## src/hdl/cla_pkg.sv

```systemverilog
// Constants, register layout and alias helper for the cache line access window.
// Assumes a 32-bit classic Wishbone register bus with byte addresses on adr_i[7:0].
package cla_pkg;

  // ------------------------------------------------------------------
  // Register offsets
  // ------------------------------------------------------------------
  localparam logic [7:0] OFF_ACC = 8'h00;
  localparam logic [7:0] OFF_ACC_SET = 8'h08;
  localparam logic [7:0] OFF_ACC_INV = 8'h0C;
  localparam logic [7:0] OFF_TAG = 8'h10;
  localparam logic [7:0] OFF_TAG_CLR = 8'h14;
  localparam logic [7:0] OFF_TAG_SET = 8'h18;
  localparam logic [7:0] OFF_TAG_INV = 8'h1C;
  localparam logic [7:0] OFF_MSK = 8'h20;
  localparam logic [7:0] OFF_MSK_CLR = 8'h24;
  localparam logic [7:0] OFF_MSK_SET = 8'h28;
  localparam logic [7:0] OFF_MSK_INV = 8'h2C;
  localparam logic [7:0] OFF_WORD0 = 8'h30;
  localparam logic [7:0] OFF_WORD1 = 8'h34;
  localparam logic [7:0] OFF_WORD2 = 8'h38;
  localparam logic [7:0] OFF_WORD3 = 8'h3C;
  localparam logic [7:0] OFF_LRU = 8'h40;

  // ------------------------------------------------------------------
  // Field positions, writable masks and reset values
  // ------------------------------------------------------------------
  localparam int ACC_WEN_BIT = 31;
  localparam logic [31:0] ACC_WR_MASK = 32'h8000000F;
  localparam logic [31:0] ACC_RST = 32'h00000000;
  localparam int TAG_BOOT_BIT = 31;
  localparam int TAG_VALID_BIT = 3;
  localparam int TAG_LOCK_BIT = 2;
  localparam int TAG_KIND_BIT = 1;
  localparam logic [31:0] TAG_WR_MASK = 32'h80FFFFFE;
  localparam logic [31:0] TAG_RST = 32'h00000002;
  localparam logic [31:0] MSK_WR_MASK = 32'h0000FFE0;
  localparam logic [31:0] MSK_RST = 32'h00000000;
  localparam logic [3:0] MSK_LINE_A = 4'hA;
  localparam logic [3:0] MSK_LINE_B = 4'hB;
  localparam int LRU_W = 25;
  localparam logic [24:0] LRU_RST = 25'h0000000;
  localparam logic [31:0] REGION_ONE_BASE = 32'h1D000000;
  localparam logic [31:0] REGION_ZERO_BASE = 32'h1FC00000;

  // Offset bits [3:2] inside a group select the access kind.
  typedef enum logic [1:0] {OP_WRITE, OP_CLR, OP_SET, OP_INV} cla_op_t;

  // Applies a plain, set, clear or invert write to the writable bits only.
  function automatic logic [31:0] cla_alias_apply(input logic [31:0] old, input logic [31:0] wd,
                                                  input logic [31:0] bm, input logic [31:0] wr_mask,
                                                  input cla_op_t op);
    logic [31:0] m;
    m = bm & wr_mask & wd;
    case (op)
      OP_SET: cla_alias_apply = old | m;
      OP_CLR: cla_alias_apply = old & ~m;
      OP_INV: cla_alias_apply = old ^ m;
      default: cla_alias_apply = (old & ~(bm & wr_mask)) | (wd & bm & wr_mask);
    endcase
  endfunction

endpackage

```

## src/hdl/cla_window.sv

```systemverilog
// Software access window into a sixteen-line prefetch cache, with hit lookup and
// pseudo-LRU replacement state.
// Assumes a classic Wishbone master on the same clock and an asynchronous
// code protection level on code_protect_i.
`timescale 1ns/10ps
// Operation
// - set alias sets written ones in control
// - invert alias toggles written ones in control
// - tag clear alias clears selected line bits
// - zero bits in aliases change nothing
// - aliases never touch reserved or read-only bits
// - alias reads return zero
// - tag register follows the selected line
// - boot select picks between two regions
// - tag compares physical address bits 23:4
// - only valid lines can hit
// - locked lines are never replacement victims
// - kind bit marks instruction lines, resets one
// - mask ones force a match per bit
// - mask writable only on lines A and B
// - mask register follows line, resets zero
// - four data words map the selected line
// - data reads blocked under code protection
// - read-only 25-bit replacement state, resets zero
// - four-bit index selects one of sixteen lines
// - line writes need the write enable bit
module cla_window (
  input wire logic clk_i,
  input wire logic rst_i,
  input wire logic cyc_i,
  input wire logic stb_i,
  input wire logic we_i,
  input wire logic [7:0] adr_i,
  input wire logic [3:0] sel_i,
  input wire logic [31:0] dat_i,
  output logic [31:0] dat_o,
  output logic ack_o,
  input wire logic code_protect_i,
  input wire logic lookup_req_i,
  input wire logic [31:0] lookup_addr_i,
  output logic hit_o,
  output logic [3:0] hit_line_o,
  output logic [3:0] victim_line_o,
  output logic victim_ok_o
);

  // ------------------------------------------------------------------
  // State
  // ------------------------------------------------------------------
  logic [31:0] acc_q;
  logic [31:0] tag_q [16];
  logic [31:0] msk_q [16];
  logic [3:0][31:0] data_q [16];
  logic [24:0] lru_q;
  logic [24:0] lru_d;
  logic ack_q;
  logic [31:0] dat_q;
  logic prot_s1_q;
  logic prot_s2_q;
  logic hit_q;
  logic [3:0] hit_line_q;
  logic [3:0] victim_q;
  logic victim_ok_q;
  logic [15:0] match_vec;
  logic [15:0] valid_vec;
  logic [15:0] lock_vec;
  logic any_hit;
  logic [3:0] hit_idx_d;
  logic [3:0] victim_d;
  logic victim_ok_d;
  logic [2:0] grp_tree;

  // ------------------------------------------------------------------
  // Bus decode
  // ------------------------------------------------------------------
  wire req;
  wire wr_go;
  wire [7:0] off;
  wire [31:0] bmask;
  wire [3:0] idx;
  wire wen;
  cla_pkg::cla_op_t op;
  wire grp_acc;
  wire grp_tag;
  wire grp_msk;
  wire grp_dat;
  wire acc_wr;
  wire tag_wr;
  wire msk_wr;
  wire dat_wr;
  wire mask_line;
  wire [31:0] sel_tag;
  wire [31:0] sel_msk;
  wire [31:0] rd_data;

  assign req = cyc_i & stb_i;
  assign wr_go = req & ack_q & we_i;
  assign off = {adr_i[7:2], 2'b00};
  assign bmask = {{8{sel_i[3]}}, {8{sel_i[2]}}, {8{sel_i[1]}}, {8{sel_i[0]}}};
  assign idx = acc_q[3:0];
  assign wen = acc_q[cla_pkg::ACC_WEN_BIT];
  assign op = cla_pkg::cla_op_t'(off[3:2]);
  assign grp_acc = (off[7:4] == cla_pkg::OFF_ACC[7:4]);
  assign grp_tag = (off[7:4] == cla_pkg::OFF_TAG[7:4]);
  assign grp_msk = (off[7:4] == cla_pkg::OFF_MSK[7:4]);
  assign grp_dat = (off[7:4] == cla_pkg::OFF_WORD0[7:4]);
  assign mask_line = (idx == cla_pkg::MSK_LINE_A) | (idx == cla_pkg::MSK_LINE_B);
  assign acc_wr = wr_go & grp_acc & (op != cla_pkg::OP_CLR);
  assign tag_wr = wr_go & grp_tag & wen;
  assign msk_wr = wr_go & grp_msk & wen & mask_line;
  assign dat_wr = wr_go & grp_dat & wen;
  assign sel_tag = tag_q[idx];
  assign sel_msk = msk_q[idx];

  // Alias reads give zero; data words read zero under code protection.
  assign rd_data = (off == cla_pkg::OFF_ACC) ? acc_q :
                   (off == cla_pkg::OFF_TAG) ? sel_tag :
                   (off == cla_pkg::OFF_MSK) ? sel_msk :
                   grp_dat ? (prot_s2_q ? 32'h00000000 : data_q[idx][off[3:2]]) :
                   (off == cla_pkg::OFF_LRU) ? {7'h00, lru_q} :
                   32'h00000000;

  // ------------------------------------------------------------------
  // Bus handshake
  // ------------------------------------------------------------------
  always_ff @(posedge clk_i) begin
    if (rst_i) begin
      ack_q <= 1'b0;
      dat_q <= 32'h00000000;
    end else begin
      ack_q <= req & ~ack_q;
      if (req & ~ack_q) begin
        dat_q <= rd_data;
      end
    end
  end

  always_ff @(posedge clk_i) begin
    if (rst_i) begin
      prot_s1_q <= 1'b1;
      prot_s2_q <= 1'b1;
    end else begin
      prot_s1_q <= code_protect_i;
      prot_s2_q <= prot_s1_q;
    end
  end

  // ------------------------------------------------------------------
  // Control, tag and mask registers
  // ------------------------------------------------------------------
  always_ff @(posedge clk_i) begin
    if (rst_i) begin
      acc_q <= cla_pkg::ACC_RST;
    end else if (acc_wr) begin
      acc_q <= cla_pkg::cla_alias_apply(acc_q, dat_i, bmask, cla_pkg::ACC_WR_MASK, op);
    end
  end

  always_ff @(posedge clk_i) begin
    if (rst_i) begin
      for (int i = 0; i < 16; i++) begin
        tag_q[i] <= cla_pkg::TAG_RST;
        msk_q[i] <= cla_pkg::MSK_RST;
      end
    end else begin
      if (tag_wr) begin
        tag_q[idx] <= cla_pkg::cla_alias_apply(sel_tag, dat_i, bmask, cla_pkg::TAG_WR_MASK, op);
      end
      if (msk_wr) begin
        msk_q[idx] <= cla_pkg::cla_alias_apply(sel_msk, dat_i, bmask, cla_pkg::MSK_WR_MASK, op);
      end
    end
  end

  // Data array holds no reset; its contents are undefined until written.
  always_ff @(posedge clk_i) begin
    if (dat_wr) begin
      data_q[idx][off[3:2]] <= (data_q[idx][off[3:2]] & ~bmask) | (dat_i & bmask);
    end
  end

  // ------------------------------------------------------------------
  // Hit detection
  // ------------------------------------------------------------------
  generate
    for (genvar g = 0; g < 16; g++) begin : g_line
      cla_line_match u_match (
        .tag_i(tag_q[g]),
        .mask_i(msk_q[g]),
        .addr_i(lookup_addr_i),
        .match_o(match_vec[g])
      );
      assign valid_vec[g] = tag_q[g][cla_pkg::TAG_VALID_BIT];
      assign lock_vec[g] = tag_q[g][cla_pkg::TAG_LOCK_BIT];
    end
  endgenerate

  // Lowest matching line wins when masking makes several lines match.
  always_comb begin
    any_hit = 1'b0;
    hit_idx_d = 4'h0;
    for (int i = 15; i >= 0; i--) begin
      if (match_vec[i]) begin
        any_hit = 1'b1;
        hit_idx_d = 4'(i);
      end
    end
  end

  // ------------------------------------------------------------------
  // Pseudo-LRU replacement
  // ------------------------------------------------------------------
  // Bits 2:0 form the tree over four groups; each group of four lines owns three bits.
  function automatic logic [1:0] plru_pick(input logic [2:0] t);
    plru_pick = {t[0], t[0] ? t[2] : t[1]};
  endfunction

  function automatic logic [2:0] plru_touch(input logic [2:0] t, input logic [1:0] w);
    logic [2:0] r;
    r = t;
    r[0] = ~w[1];
    if (w[1]) begin
      r[2] = ~w[0];
    end else begin
      r[1] = ~w[0];
    end
    plru_touch = r;
  endfunction

  always_comb begin
    lru_d = lru_q;
    if (lookup_req_i && any_hit) begin
      lru_d[2:0] = plru_touch(lru_q[2:0], hit_idx_d[3:2]);
      for (int g = 0; g < 4; g++) begin
        if (hit_idx_d[3:2] == 2'(g)) begin
          lru_d[3 + 3 * g +: 3] = plru_touch(lru_q[3 + 3 * g +: 3], hit_idx_d[1:0]);
        end
      end
    end
  end

  // Tree victim, falling back to the lowest unlocked line when the tree points at a locked one.
  always_comb begin
    grp_tree = 3'b000;
    for (int g = 0; g < 4; g++) begin
      if (plru_pick(lru_q[2:0]) == 2'(g)) begin
        grp_tree = lru_q[3 + 3 * g +: 3];
      end
    end
    victim_d = {plru_pick(lru_q[2:0]), plru_pick(grp_tree)};
    victim_ok_d = ~&lock_vec;
    if (lock_vec[victim_d]) begin
      for (int i = 15; i >= 0; i--) begin
        if (!lock_vec[i]) begin
          victim_d = 4'(i);
        end
      end
    end
  end

  always_ff @(posedge clk_i) begin
    if (rst_i) begin
      lru_q <= cla_pkg::LRU_RST;
      hit_q <= 1'b0;
      hit_line_q <= 4'h0;
      victim_q <= 4'h0;
      victim_ok_q <= 1'b0;
    end else begin
      lru_q <= lru_d;
      hit_q <= lookup_req_i & any_hit;
      hit_line_q <= hit_idx_d;
      victim_q <= victim_d;
      victim_ok_q <= victim_ok_d;
    end
  end

  assign dat_o = dat_q;
  assign ack_o = ack_q;
  assign hit_o = hit_q;
  assign hit_line_o = hit_line_q;
  assign victim_line_o = victim_q;
  assign victim_ok_o = victim_ok_q;
endmodule

```

## src/hdl/cla_line_match.sv

```systemverilog
// Hit comparator for one cache line.
// Assumes tag and mask words in register layout and a full 32-bit physical address.
`timescale 1ns/10ps
module cla_line_match (
  input wire logic [31:0] tag_i,
  input wire logic [31:0] mask_i,
  input wire logic [31:0] addr_i,
  output logic match_o
);

  // ------------------------------------------------------------------
  // Region, tag and mask compare
  // ------------------------------------------------------------------
  wire region_ok;
  wire [19:0] tag_diff;

  assign region_ok = tag_i[cla_pkg::TAG_BOOT_BIT] ?
                     (addr_i[31:24] == cla_pkg::REGION_ONE_BASE[31:24]) :
                     (addr_i[31:22] == cla_pkg::REGION_ZERO_BASE[31:22]);
  assign tag_diff = (tag_i[23:4] ^ addr_i[23:4]) & ~mask_i[23:4];
  assign match_o = tag_i[cla_pkg::TAG_VALID_BIT] & region_ok & ~|tag_diff;

endmodule

```

## config.mk

```make
export PLATFORM = sky130hd
export DESIGN_NAME = cla_window
export DESIGN_NICKNAME = d
export VERILOG_FILES = /design/src/hdl/cla_pkg.sv /design/src/hdl/cla_window.sv /design/src/hdl/cla_line_match.sv
export SDC_FILE = /design/constraint.sdc
export NUM_CORES = 2
export LEC_CHECK = 0
export BUFFER_PORTS_ARGS = -buffer_cell sky130_fd_sc_hd__buf_2
export CAP_MARGIN = 20
export CORE_UTILIZATION = 50
export CTS_BUF_LIST = sky130_fd_sc_hd__clkbuf_8
export DETAILED_ROUTE_END_ITERATION = 7
export PLACE_DENSITY = 0.67
export SLEW_MARGIN = 15
export SYNTH_ARGS = -nofsm -noshare
export SYNTH_HDL_FRONTEND = slang
export SYNTH_SLANG_ARGS = --single-unit
```

## constraint.sdc

```tcl
create_clock -name clk_i -period 15.5 [get_ports clk_i]
set_input_delay 3.1 -clock clk_i [delete_from_list [all_inputs] [get_ports clk_i]]
set_output_delay 3.1 -clock clk_i [all_outputs]
set_load 0.05 [all_outputs]
```

==> metrics.md <==
| Metric | Value |
|---|---|
| Port Buffers | `about 120` |
| Grt total ovfl | `0` |
| Hold path cells | `1` |
| CTS buffer count | `526` |
| Final nets | `approximately 7,700` |
| Switching part of the total | `0.231` |
| Flops & latches, synth | `between 3,000 and 4,000` |
| RSZ-0062 raised after global routing | `no` |
| Reg2Reg Capture Point | `data_q[2][76]$_DFFE_PP_` |
| Dpl ws | `7.50 ns` |
| Post-Synthesis Cell Area | `0.130 mm^2` |
| Final Hold Vio Count | `0` |
| IO Count | `126` |
| DR pass1 iterations | `6` |
| Final WL | `364,000 um` |
| Post-layout minimum cycle time | `between 6 and 7 ns` |
| Outcome | `completed` |
| Final ANT Viol Nets | `0` |
| IR drop worst, VDD | `roughly 0.087 mV` |
| Ys Warns | `0` |
| Logic pwr share | `0.047` |
| Vias in the first global route | `roughly 70,000` |
| Antenna violations before repair | `20` |
| Layout cell share with drive strength beyond 1 | `0.268` |
| Reg2Reg Depth | `9` |
| Worst Path Required | `between 15 and 20 ns` |
| # Post-CTS Setup Buffers | `0` |
| Startpoint types | `primary input` |
| Clock power frac | `0.388` |
| Top_reg_cell synth | `edfxtp_1` |
| FMAX | `around 140 MHz` |
| Die outline height | `about 510 um` |
| CP max FO | `64` |
| Max-Cap Viols | `0` |
| DR iter-0 viols | `8,471` |
| Hold Buf Count CTS | `0` |
| Critical Path AT | `between 7 and 8 ns` |
| TritonCTS Sinks | `roughly 3,100` |
| EDFF count, synth | `a little over 3,000` |
| Number of vias per cell | `just over 6` |
| CP Capture Type | `register` |
| Int Power | `13.1 mW` |
| Bufs on Longest Clock Path | `4` |
| Post-synthesis sequential area ratio | `0.719` |
| Global-route wire length before repair | `between 500,000 and 600,000 um` |
| GPL Wtd Cong | `roughly 1` |
| Max-slew headroom | `0.0857` |
| Setup TNS | `0 ns` |
| Core Area | `between 0.2 and 0.3 mm^2` |
| Crit share post-route | `0.447` |
| Vias | `around 70,000` |
| Root buf cell | `clkbuf_8` |
| Final setup fails | `0` |
| Post-synth ARST share | `0` |
| Std cell rows | `187` |
| Largest net degree at the start of global routing | `174` |
| R2R Setup Slk | `9.61 ns` |
| P_sw | `3.94 mW` |
| H-tree depth | `6` |
| Most frequent cells in the layout | `3,072 x edfxtp_1, 982 x mux4_2, 620 x nor2_1, 549 x clkbuf_8, 448 x conb_1` |
| GR Util All Layers | `0.277` |
| P_leak | `about 47 nW` |
| CTS tree | `done` |
| Synth cell types | `between 50 and 60` |
| Worst hold endpoint | `prot_s2_q$_SDFF_PP1_` |
| PD cells | `116 mW/mm^2` |
| Max-slew violations | `0` |
| Final worst setup slack | `~8.6 ns` |
| Setup CP Type | `primary input to register` |
| Slew of the pin with the lowest slew margin | `between 1 and 1.5 ns` |
| Post-CTS sizing | `0` |
| Skew final | `around 0.07 ns` |
| Most common cell after layout, fill and taps aside | `edfxtp_1` |
| Clock slew at reported path FFs | `roughly 0.060 ns` |
| Post-DP HPWL | `about 220,000 um` |
| Remaining routing DRC violations | `0` |
| Synth Area per Inst | `around 19 um^2` |
| Sequential share of power | `0.565` |
| Chip width | `between 500 and 600 um` |
| P&R area growth vs syn | `12.6%` |
| DR WL/cell | `around 32 um` |
| Hold wc startpoint | `prot_s1_q$_SDFF_PP1_` |
| Initial Util | `0.503` |
| Worst Hold Class | `register to register` |
| Worst-skew pair later-pin latency | `around 1.1 ns` |
| Total die area | `roughly 0.26 mm^2` |
| Mapped Cells | `between 6,000 and 7,000` |
through the flow:
stage	std cells	power, mW	area [um^2]	hold slack (ns)	util
after detailed placement	10404	10.6	137000	0.399	0.530
after global placement	10400	10.5	137000	0.410	0.529
final	11326	17.0	147000	0.414	0.566
after floorplan	7134	10.2	132000	0.389	-
after CTS	11309	17.1	146000	0.415	0.565
after global routing	11320	17.5	147000	0.440	0.566
how the worst max path moves through the flow:
stage,from,endpoint,slack (ns),depth (start not counted)
6_report,adr_i[2],data_q[5][103]$_DFFE_PP_,8.57,10
5_1_grt,adr_i[2],data_q[7][103]$_DFFE_PP_,8.37,10
4_1_cts,adr_i[2],data_q[14][71]$_DFFE_PP_,8.61,10
3_5_place_dp,adr_i[2],data_q[7][103]$_DFFE_PP_,7.50,10
3_3_place_gp,adr_i[2],data_q[6][110]$_DFFE_PP_,7.56,10
2_1_floorplan,adr_i[2],data_q[0][112]$_DFFE_PP_,7.50,8
synthesized netlist by cell type (39+ instances only):
cell type,count,area share
xnor2_1,320,0.022
ha_1,80,0.0077
inv_1,77,0.0022
dfxtp_1,69,0.011
mux2i_1,53,0.0041
clkbuf_1,228,0.0066
nand2b_1,39,0.0019
nor2_1,685,0.020
a21oi_1,60,0.0023
nand2_1,172,0.0050
mux4_2,982,0.17
o22ai_1,156,0.0075
o21ai_0,140,0.0054
edfxtp_1,3072,0.71
buf_2,157,0.0060
per-layer routing:
layer / track usage / share of wire
met1: 0.361 / 0.37
met2: 0.444 / 0.48
met3: 0.0555 / 0.091
met4: 0.141 / 0.055
met5: 0.00146 / 0.00048
cell type report:
| class | instances | area [um^2] |
|---|---|---|
| Fill cell | 19533 | 113000 |
| Sequential cell | 3141 | 93600 |
| Multi-Input combinational cell | 3464 | 36800 |
| Clock buffer | 549 | 7560 |
| Tap cell | 3402 | 4260 |
| Timing Repair Buffer | 325 | 2460 |
| Clock inverter | 356 | 1640 |
| Inverter | 80 | 308 |
| Antenna cell | 9 | 22.5 |
power groups by stage:
stage | registers [mW] | clock network, mW | logic [mW]
global route | 9.63 | 7.06 | 0.830
floorplan | 9.78 | 0 | 0.430
CTS | 9.62 | 6.71 | 0.771
detailed placement | 9.79 | 0 | 0.770
finish | 9.62 | 6.62 | 0.796
global placement | 9.78 | 0 | 0.748
logic make-up (layout without fill, tap and decap cells):
| kind of cell | Yosys count | count (layout) | synth area share |
|---|---|---|---|
| compound gates | 464 | 464 | 0.0220 |
| xor+xnor | 320 | 320 | 0.0215 |
| fa+ha+maj | 80 | 80 | 0.00768 |
| buf+inv | 529 | 1310 | 0.0182 |
| flops | 3141 | 3141 | 0.719 |
| mux | 1067 | 1067 | 0.177 |
| other cells | 1 | 457 | 0.0000288 |
| simple gates | 1085 | 1085 | 0.0354 |
state kept, by name, indices dropped and copies added (netlist names), named ones only:
name and flops:
lru_q 15, hit_line_o 4, acc_q 4, hit_o 1, prot_s2_q 1, victim_line_o 4
data_q 2048, dat_o 32, msk_q 512, ack_o 1, tag_q 512, prot_s1_q 1
victim_ok_o 1
critical path, cell delays in order:
cell     delay, ns
buf_2         0.10
buf_4         0.28
inv_8         0.60
buf_4         0.76
buf_4         0.68
mux4_2        0.66
mux4_2        0.58
inv_1         0.13
o21ai_4       0.05
buf_4         0.31
Note: power is estimated with default switching activity, not from simulation.
